$ cat src/include/lsci_pkg.sv
// Functional notes
// - First control register resets to zero.
// - Mode and persistence fields act independently.
// - Persistence needs 1/4/8/16 consecutive outside results.
// - Active-low interrupt holds until host clears.
// - Bit 2 reads the triggered interrupt flag.
// - Trigger drives pin low, sets flag together.
// - Completed read of address zero clears both.
// - Mode field selects power-down, single, continuous.
// - Powered down after reset until mode written.
// - Second control register: range, resolution, reset zero.
// - Range selects ambient full scale, infrared fixed.
// - Resolution sets oscillator cycles per integration.
// - Result low byte 0x02, high 0x03.
// - Valid result bits start at bit zero.
// - Result updates each conversion, resets to zero.
// - Result at or below lower limit is outside.
// - Lower limit bytes reset to zero.
// - Result at or above upper limit is outside.
// - Upper limit bytes reset to all ones.
`default_nettype none
package lsci_pkg;

  localparam logic [7:0] LSCI_ADDR_MODE   = 8'h00;
  localparam logic [7:0] LSCI_ADDR_RANGE  = 8'h01;
  localparam logic [7:0] LSCI_ADDR_RES_LO = 8'h02;
  localparam logic [7:0] LSCI_ADDR_RES_HI = 8'h03;
  localparam logic [7:0] LSCI_ADDR_LLO    = 8'h04;
  localparam logic [7:0] LSCI_ADDR_LHI    = 8'h05;
  localparam logic [7:0] LSCI_ADDR_ULO    = 8'h06;
  localparam logic [7:0] LSCI_ADDR_UHI    = 8'h07;

  localparam int LSCI_MODE_LSB    = 5;
  localparam int LSCI_FLAG_BIT    = 2;
  localparam int LSCI_PERSIST_LSB = 0;
  localparam int LSCI_SCALE_LSB   = 0;
  localparam int LSCI_RESOL_LSB   = 2;

  localparam logic [2:0] LSCI_MODE_OFF     = 3'h0;
  localparam logic [2:0] LSCI_MODE_AMB_ONE = 3'h1;
  localparam logic [2:0] LSCI_MODE_IR_ONE  = 3'h2;
  localparam logic [2:0] LSCI_MODE_AMB_RUN = 3'h5;
  localparam logic [2:0] LSCI_MODE_IR_RUN  = 3'h6;

  localparam int LSCI_CYC_16B = 65536;
  localparam int LSCI_CYC_12B = 4096;
  localparam int LSCI_CYC_8B  = 256;
  localparam int LSCI_CYC_4B  = 16;

  localparam logic [7:0]  LSCI_MODE_RST   = 8'h00;
  localparam logic [7:0]  LSCI_RANGE_RST  = 8'h00;
  localparam logic [15:0] LSCI_RESULT_RST = 16'h0000;
  localparam logic [15:0] LSCI_LOWER_RST  = 16'h0000;
  localparam logic [15:0] LSCI_UPPER_RST  = 16'hffff;

  typedef enum logic [2:0] {
    LSCI_OFF  = 3'b001,
    LSCI_RUN  = 3'b010,
    LSCI_HOLD = 3'b100
  } lsci_fsm_type;

  typedef struct packed {
    logic       wr;
    logic       rd_done;
    logic [7:0] addr;
    logic [7:0] wdata;
  } lsci_req_type;

  typedef struct packed {
    lsci_fsm_type fsm;
    logic [2:0]   osc_sync;
    logic         osc_lvl;
    logic [15:0]  osc_cnt;
    logic [2:0]   mode;
    logic [1:0]   persist;
    logic         flag;
    logic [1:0]   scale;
    logic [1:0]   resol;
    logic [15:0]  result;
    logic [15:0]  lower;
    logic [15:0]  upper;
    logic [4:0]   pcnt;
    logic [7:0]   rdata;
  } lsci_state_type;

  localparam lsci_state_type LSCI_STATE_RST = '{
    fsm:      LSCI_OFF,
    osc_sync: 3'h0,
    osc_lvl:  1'b0,
    osc_cnt:  16'h0000,
    mode:     LSCI_MODE_RST[7:5],
    persist:  LSCI_MODE_RST[1:0],
    flag:     LSCI_MODE_RST[2],
    scale:    LSCI_RANGE_RST[1:0],
    resol:    LSCI_RANGE_RST[3:2],
    result:   LSCI_RESULT_RST,
    lower:    LSCI_LOWER_RST,
    upper:    LSCI_UPPER_RST,
    pcnt:     5'h00,
    rdata:    8'h00
  };

  function automatic logic [4:0] lsci_persist_n(input logic [1:0] code);
    logic [4:0] n;
    n = 5'h01;
    unique case (code)
      2'h0: n = 5'h01;
      2'h1: n = 5'h04;
      2'h2: n = 5'h08;
      2'h3: n = 5'h10;
    endcase
    return n;
  endfunction

  function automatic logic [15:0] lsci_res_mask(input logic [1:0] code);
    logic [15:0] m;
    m = 16'hffff;
    unique case (code)
      2'h0: m = 16'hffff;
      2'h1: m = 16'h0fff;
      2'h2: m = 16'h00ff;
      2'h3: m = 16'h000f;
    endcase
    return m;
  endfunction

  function automatic logic lsci_mode_valid(input logic [2:0] mode);
    return (mode == LSCI_MODE_AMB_ONE) || (mode == LSCI_MODE_IR_ONE) ||
           (mode == LSCI_MODE_AMB_RUN) || (mode == LSCI_MODE_IR_RUN);
  endfunction

endpackage
`default_nettype wire

$ cat src/rtl/lsci_core.sv
`timescale 1ns/1ps
`default_nettype none
module lsci_core
  import lsci_pkg::*;
#(
  parameter int INTEG_CYCLES_16B = LSCI_CYC_16B
) (
  input  wire logic         clk_i,
  input  wire logic         sys_rst_i,
  input  wire lsci_req_type reg_req_i,
  output logic [7:0]        reg_rdata_o,
  input  wire logic         osc_clk_i,
  input  wire logic [15:0]  ambient_data_i,
  input  wire logic [15:0]  infrared_data_i,
  output logic              integrating_o,
  output logic              ir_sel_o,
  output logic [1:0]        scale_sel_o,
  output logic              int_n_o
);

  // Refuses integration lengths that the 16-bit cycle counter cannot hold.
  if (INTEG_CYCLES_16B < 2 || INTEG_CYCLES_16B > LSCI_CYC_16B) begin : g_integ_check
    $error("INTEG_CYCLES_16B out of range");
  end

  lsci_state_type state_reg;
  lsci_state_type state_next;

  function automatic logic [15:0] integ_last(input logic [1:0] code);
    logic [15:0] t;
    t = 16'h0000;
    unique case (code)
      2'h0: t = 16'(INTEG_CYCLES_16B - 1);
      2'h1: t = 16'(LSCI_CYC_12B - 1);
      2'h2: t = 16'(LSCI_CYC_8B - 1);
      2'h3: t = 16'(LSCI_CYC_4B - 1);
    endcase
    return t;
  endfunction

  always_comb begin
    logic        osc_rise;
    logic [15:0] sample;
    logic        outside;
    logic [4:0]  pinc;
    osc_rise = 1'b0;
    sample   = 16'h0000;
    outside  = 1'b0;
    pinc     = 5'h00;
    state_next = state_reg;

    // Oscillator edge is accepted once the second and third stages agree.
    state_next.osc_sync = {state_reg.osc_sync[1:0], osc_clk_i};
    if (state_reg.osc_sync[1] == state_reg.osc_sync[2]) begin
      state_next.osc_lvl = state_reg.osc_sync[2];
      osc_rise = state_reg.osc_sync[2] && !state_reg.osc_lvl;
    end

    if (reg_req_i.rd_done && reg_req_i.addr == LSCI_ADDR_MODE) begin
      state_next.flag = 1'b0;
    end

    if (state_reg.fsm == LSCI_RUN && osc_rise) begin
      if (state_reg.osc_cnt == integ_last(state_reg.resol)) begin
        state_next.osc_cnt = 16'h0000;
        sample = state_reg.mode[1] ? infrared_data_i : ambient_data_i;
        sample = sample & lsci_res_mask(state_reg.resol);
        state_next.result = sample;
        outside = (sample <= state_reg.lower) || (sample >= state_reg.upper);
        if (outside) begin
          pinc = (state_reg.pcnt == 5'h1f) ? state_reg.pcnt : state_reg.pcnt + 5'h01;
          state_next.pcnt = pinc;
          if (pinc >= lsci_persist_n(state_reg.persist)) begin
            state_next.flag = 1'b1;
          end
        end else begin
          state_next.pcnt = 5'h00;
        end
        if (!state_reg.mode[2]) begin
          state_next.fsm = LSCI_HOLD;
        end
      end else begin
        state_next.osc_cnt = state_reg.osc_cnt + 16'h0001;
      end
    end

    if (reg_req_i.wr) begin
      unique case (reg_req_i.addr)
        LSCI_ADDR_MODE: begin
          state_next.persist = reg_req_i.wdata[LSCI_PERSIST_LSB +: 2];
          if (reg_req_i.wdata[LSCI_PERSIST_LSB +: 2] != state_reg.persist) begin
            state_next.pcnt = 5'h00;
          end
          state_next.mode = reg_req_i.wdata[LSCI_MODE_LSB +: 3];
          if (reg_req_i.wdata[LSCI_MODE_LSB +: 3] != state_reg.mode) begin
            state_next.osc_cnt = 16'h0000;
            state_next.fsm = lsci_mode_valid(reg_req_i.wdata[LSCI_MODE_LSB +: 3])
                             ? LSCI_RUN : LSCI_OFF;
          end
        end
        LSCI_ADDR_RANGE: begin
          state_next.scale = reg_req_i.wdata[LSCI_SCALE_LSB +: 2];
          state_next.resol = reg_req_i.wdata[LSCI_RESOL_LSB +: 2];
          if (reg_req_i.wdata[LSCI_RESOL_LSB +: 2] != state_reg.resol) begin
            state_next.osc_cnt = 16'h0000;
          end
        end
        LSCI_ADDR_LLO: state_next.lower[7:0]  = reg_req_i.wdata;
        LSCI_ADDR_LHI: state_next.lower[15:8] = reg_req_i.wdata;
        LSCI_ADDR_ULO: state_next.upper[7:0]  = reg_req_i.wdata;
        LSCI_ADDR_UHI: state_next.upper[15:8] = reg_req_i.wdata;
        default: begin
        end
      endcase
    end

    unique case (reg_req_i.addr)
      LSCI_ADDR_MODE: begin
        state_next.rdata = {state_reg.mode, 2'b00, state_reg.flag, state_reg.persist};
      end
      LSCI_ADDR_RANGE:  state_next.rdata = {4'h0, state_reg.resol, state_reg.scale};
      LSCI_ADDR_RES_LO: state_next.rdata = state_reg.result[7:0];
      LSCI_ADDR_RES_HI: state_next.rdata = state_reg.result[15:8];
      LSCI_ADDR_LLO:    state_next.rdata = state_reg.lower[7:0];
      LSCI_ADDR_LHI:    state_next.rdata = state_reg.lower[15:8];
      LSCI_ADDR_ULO:    state_next.rdata = state_reg.upper[7:0];
      LSCI_ADDR_UHI:    state_next.rdata = state_reg.upper[15:8];
      default:          state_next.rdata = 8'h00;
    endcase
  end

  always_ff @(posedge clk_i) begin
    if (sys_rst_i) begin
      state_reg <= LSCI_STATE_RST;
    end else begin
      state_reg <= state_next;
    end
  end

  assign reg_rdata_o   = state_reg.rdata;
  assign integrating_o = (state_reg.fsm == LSCI_RUN);
  assign ir_sel_o      = state_reg.mode[1];
  assign scale_sel_o   = state_reg.scale;
  assign int_n_o       = ~state_reg.flag;

endmodule
`default_nettype wire
$ cat config.mk
export PLATFORM = sky130hd
export DESIGN_NAME = lsci_core
export DESIGN_NICKNAME = d
export VERILOG_FILES = /design/src/include/lsci_pkg.sv /design/src/rtl/lsci_core.sv
export SDC_FILE = /design/constraint.sdc
export NUM_CORES = 1
export LEC_CHECK = 0
export BUFFER_PORTS_ARGS = -buffer_cell sky130_fd_sc_hd__buf_2
export CAP_MARGIN = 40
export CORE_UTILIZATION = 59
export DETAILED_ROUTE_END_ITERATION = 10
export PLACE_DENSITY = 0.91
export SETUP_SLACK_MARGIN = 0.05
export SLEW_MARGIN = 10
export SYNTH_ARGS = -nofsm -noshare
export SYNTH_HDL_FRONTEND = slang
export SYNTH_SLANG_ARGS = --single-unit
$ cat constraint.sdc
create_clock -name clk_i -period 3.7 [get_ports clk_i]
set_input_delay 0.185 -clock clk_i [delete_from_list [all_inputs] [get_ports clk_i]]
set_output_delay 0.185 -clock clk_i [all_outputs]
set_load 0.02 [all_outputs]
* Word level (Yosys, flattened, before mapping)
Cells that the tools add are included.
** Word-level totals
- Register bits :: 94
- Input port bits :: 53
- Output and inout bits :: 13
- Logic and storage cells :: 102
** Cells by class
- Add/sub/neg operators :: 2
- Magnitude comparators :: 3
- Eq/ne operators :: 24
- Mux-type cells :: 37
- Bitwise gates (word level) :: 2
- Reductions and logical operators :: 18
** Operators with widths (count)
- $mux W16 :: 8
- $pmux W16 S4 :: 1
- $pmux W8 S8 :: 1
- $mux W5 :: 11
- $eq A8 B3 Y1 const B :: 4
- $pmux W16 S2 :: 1
- $mux W21 :: 1
- $pmux W5 S4 :: 1
- $mux W3 :: 6
- $add A16 B1 Y16 const B :: 1
- $and A16 B16 Y16 :: 1
- $eq A16 B16 Y1 :: 1
- $eq A8 B2 Y1 const B :: 2
- $ge A16 B16 Y1 :: 1
- $le A16 B16 Y1 :: 1
- $reduce_and A2 Y1 :: 7
- $eq A2 B2 Y1 const B :: 4
- $eq A8 B1 Y1 const B :: 1
- $logic_not A8 Y1 :: 1
- $eq A3 B2 Y1 const B :: 2
- $eq A3 B3 Y1 const B :: 2
- $mux W1 :: 6
- $add A5 B1 Y5 const B :: 1
- $eq A5 B5 Y1 const B :: 1
- 12 further kinds :: 20

* Depth between registers and ports, before layout
- Depth after elaboration :: 19
- Gate-level depth with buffers :: 11
- Depth with buffers taken out :: 10

* Least setup slack after synthesis
OpenSTA, ideal clock, no wires.
- Path type :: reg2reg
- Start point :: register state_reg (netlist bit ir_sel_o)
- End point :: register state_reg[10] (netlist name)
- Setup time :: 0.141 ns
- Arrival time :: 2.855 ns
- Data required time :: 3.559 ns
- Path slack :: 0.705 ns
- Cell stages (with the launch flop) :: 12
- Buffers on the path :: 2
- Period minus slack after synthesis :: 2.995 ns
- Cells stage by stage :: dfxtp_1 buf_2 buf_1 mux2i_1 nor3_1 ha_1 nand4_1 a221oi_1 a221oi_1 o31ai_1 a211oi_1 o21ai_0
** On the way
- Cells in the longest elaborated chain, start to end :: 10
- Elaborated cells on any way between the ends :: 11
- Classes of those cells :: order compare: 2; mux: 7; bitwise: 1; reduce/logical: 1
** Ends and longest elaborated chain
- start: declaration :: line lsci_core.sv:26 : lsci_state_type state_reg;
- start signal: assignment :: line lsci_core.sv:136 : state_reg <= state_next;
- $mux W16 (*) :: line lsci_core.sv:66 : sample = state_reg.mode[1] ? infrared_data_i : ambient_data_i;
- $and A16 B16 Y16 (*) :: line lsci_core.sv:67 : sample = sample & lsci_res_mask(state_reg.resol);
- $le A16 B16 Y1 or $ge A16 B16 Y1 (tied branches) :: line lsci_core.sv:69 : outside = (sample <= state_reg.lower) || (sample >= state_reg.upper);
- $logic_or A1 B1 Y1 (*) :: line lsci_core.sv:69
- $mux W5 (*) :: line lsci_core.sv:70 : if (outside) begin
- $mux W5 (*) :: line lsci_core.sv:64 : if (state_reg.osc_cnt == integ_last(state_reg.resol)) begin
- $mux W5 (*) :: line lsci_core.sv:63 : if (state_reg.fsm == LSCI_RUN && osc_rise) begin
- $mux W5 :: line lsci_core.sv:91 : if (reg_req_i.wdata[LSCI_PERSIST_LSB +: 2] != state_reg.persist) begin
- $mux W5 :: line lsci_core.sv:88 : unique case (reg_req_i.addr)
- $mux W5 (*) :: line lsci_core.sv:87 : if (reg_req_i.wr) begin
Every way passes the cells marked *; elsewhere a longest branch is shown, timed or not.
A chain may end at the register's enable or synchronous reset.

* Worst setup path in the final report
- Start point :: register state_reg[62] (netlist name)
- End point :: register state_reg[11] (netlist name)
** On the way
- Cells in the longest elaborated chain, start to end :: 13
- Elaborated cells on any way between the ends :: 19
- Classes of those cells :: order compare: 2; eq/ne: 4; mux: 10; bitwise: 1; reduce/logical: 2
** Ends and longest elaborated chain (line)
- $eq A2 B2 Y1, or another cell as far along :: lsci_pkg.sv:118, lsci_core.sv:32
- $pmux W16 S4 (*) :: lsci_pkg.sv:118, lsci_core.sv:32
- $mux W16 :: lsci_core.sv:64
- $mux W16 :: lsci_core.sv:63
- $and A16 B16 Y16 :: lsci_core.sv:67
- $le A16 B16 Y1 or $ge A16 B16 Y1 (tied branches) :: lsci_core.sv:69
- $logic_or A1 B1 Y1 :: lsci_core.sv:69
- $mux W5 :: lsci_core.sv:70
- $mux W5 (*) :: lsci_core.sv:64
- $mux W5 (*) :: lsci_core.sv:63
- $mux W5 :: lsci_core.sv:91
- $mux W5 :: lsci_core.sv:88
- $mux W5 (*) :: lsci_core.sv:87
Every way passes the cells marked *; elsewhere a longest branch is shown, timed or not. The select of a mux whose other input is x is not followed.

==> metrics.yaml <==
status: "complete, but fails checks"
violations: "DRC"
clockRootBuffer: "clkbuf_8"
drtPass1Iterations: 9
clock_latency_ns: 0.38
synth-seq-area-share: 0.344
timing.fmax_mhz: 341
swShare: 0.241
max_slew_margin: 0.541
synth_area_leaders: "dfxtp_1, mux2i_1, ha_1"
cts_sinks: 94
synth-xor-area-share: 0.0464
die_h_um: 98.4
crit_path_start_kind: "register"
drc: 4
core_um2: 8850
synthMuxAreaShare: 0.124
synthFlopType: "dfxtp_1"
p_leak_nw: 2.59
wire_per_inst_um: 18.6
areaGrowthSynthToFinish_pct: 9.75
placed_cells: 770
cts_resized: 0
ys_seq_elements: 94
htree_levels: 3
crit_arrival_ns: 3.17
largest_register_ffs: 81
synth_compound_area_frac: 0.130
synth_common_cells: "dfxtp_1, nor2_1, mux2i_1"
via_per_inst: 6.29
initial_utilization: 0.619
die_w_um: 98.4
p_per_area_nw_per_um2: 335
io_buffers: 65
timing.final.crit_period_ns: 2.94
cts_tree: "yes"
total_power_mw: 2.02
setup_viol: 0
end_kind: "register"
track_usage: 0.320
num_rows: 34
dpl.hpwl_um: 10900
slew_violations: 0
worst_slack_ns: 0.764
synth_top_family_by_area: "simple AND/OR/NAND/NOR gates"
synth_nets: 721
clk_path_buf_depth: 2
post_cts_buffers: 0
synth_top_area_frac: 0.344
max_cap_viol_count: 0
max_slew.worst_pin.slew_ns: 0.688
drt-initial-drc-count: 538
syn_area_um2: 5480
pre_cts_ws_ns: 0.826
grt_pass1_vias: 4815
antenna_left: 0
synth_cell_types: 59
vias: 4942
crit_path_max_incr_delay_ns: 0.51
regToRegSetupSlack_ns: 0.76
synth-simple-area-share: 0.213
hold_violations: 0
switchingPower_mw: 0.486
cpMostUsedCell: "a221oi_1"
critical_path_class: "register to register"
p_int_mw: 1.53
routed_wl_um: 14600
finalClockSkew_ns: 0.0190
crit_fanout: 15
fin_util: 0.679
grt_pass1_wl_um: 24100
ios: 66
design.die.area_um2: 9670
grt_overflow_total: 0
antenna_cells: 0
fin_crit_sh: 0.794
stdcell_count: 786
combinationalPowerShare: 0.080
syn_area_per_cell_um2: 8.65
antenna_found_initial: 0
synth.most_common_cell: "dfxtp_1"
nNetsFinal: 761
drive_above_1_share: 0.162
required_ns: 3.94
cts_buffers: 9
synthCells: 633
postCtsHoldBufs: 0
yosys.area_share.adder: 0.0799
grt_max_degree: 39
cp_slowest_cell: "a211oi_1"
synthArstFlopShare: 0
routabilityCongestion: 0.940
hold_path.class: "input pin to register"
synth_warnings: 0
yosysTopAreaCell: "dfxtp_1"
seq_power_share: 0.503
setup_tns_ns: 0
rsz0062_at_grt: "false"
clkPwrFrac: 0.417
irDropWorstVdd_mv: 0.226
crit_chain: "buf_4 > nor3_1 > ha_1 > nand4_1 > a221oi_1 > a221oi_1 > o31ai_1 > a211oi_1 > o21ai_0"
clk_pin_slew_ns: 0.10
synth-edff-count: 0
## per-stage QoR
step	instance area (um^2)	hold slack, ns
finish	6010	0.0286
global route	6010	0.0561
CTS	6010	0.0284
detailed placement	5770	0.413
global placement	5770	0.414
floorplan	5480	0.303
## power groups by stage
stage,Clock [mW],Sequential [mW],Combinational [mW]
3_5_place_dp,0,1.04,0.157
4_1_cts,0.844,1.01,0.159
5_1_grt,0.884,1.02,0.177
6_report,0.840,1.01,0.162
2_1_floorplan,0,1.04,0.0926
3_3_place_gp,0,1.04,0.153
## final timing paths
check / depth (start not counted) / endpoint / startpoint
max reg2reg: 9 / state_reg[11] / state_reg[62]
min: 2 / state_next[89] / osc_clk_i
max: 9 / state_reg[11] / state_reg[62]
min reg2reg: 1 / state_next[90] / state_next[89]
## placed cells by master (no fill, tap or decap), types with 12 or more instances in the layout
| cell | count |
|---|---|
| nor2_1 | 81 |
| a211o_1 | 17 |
| and3_1 | 12 |
| o21ai_0 | 14 |
| inv_1 | 33 |
| a21oi_1 | 36 |
| xnor2_1 | 14 |
| dfxtp_1 | 94 |
| mux2i_1 | 51 |
| nor3_1 | 13 |
| ha_1 | 35 |
| buf_2 | 65 |
| xor2_1 | 15 |
| nand2_1 | 44 |
| nand3_1 | 21 |
## metal layers
metal	up-vias	track usage	part of all wire	routed length, um
li1	2306	-	-	-
met1	2304	0.407	0.41	6030
met2	280	0.513	0.46	6710
met3	52	0.0616	0.092	1340
met4	0	0.172	0.037	548
met5	-	0	0	0
## final cells by class
| cell class | instances | area, um^2 |
|---|---|---|
| well taps | 108 | 135 |
| flip-flops and latches | 94 | 1880 |
| inverters | 33 | 124 |
| fillers | 694 | 2840 |
| repair buffers | 72 | 378 |
| clock inverters | 6 | 116 |
| clock buffers | 10 | 128 |
| multi-input cells | 463 | 3250 |
## cells by family (layout without fill, tap and decap cells)
kind of cell	count (synthesis)	in the layout
xor+xnor	29	29
mux	63	63
compound gates	107	107
fa+ha+maj	35	35
simple gates	229	229
flops	94	94
buf+inv	76	121
## critical path: cells and delay by family, from the launching register on
family	cells	cell delay, ns
buffers and inverters	1	0.26
AOI/OAI and AO/OA	5	1.20
DFF	1	0.44
and+or+nand+nor	2	0.54
adders and majority gates	1	0.35
Power figures use the tool's default switching activity.
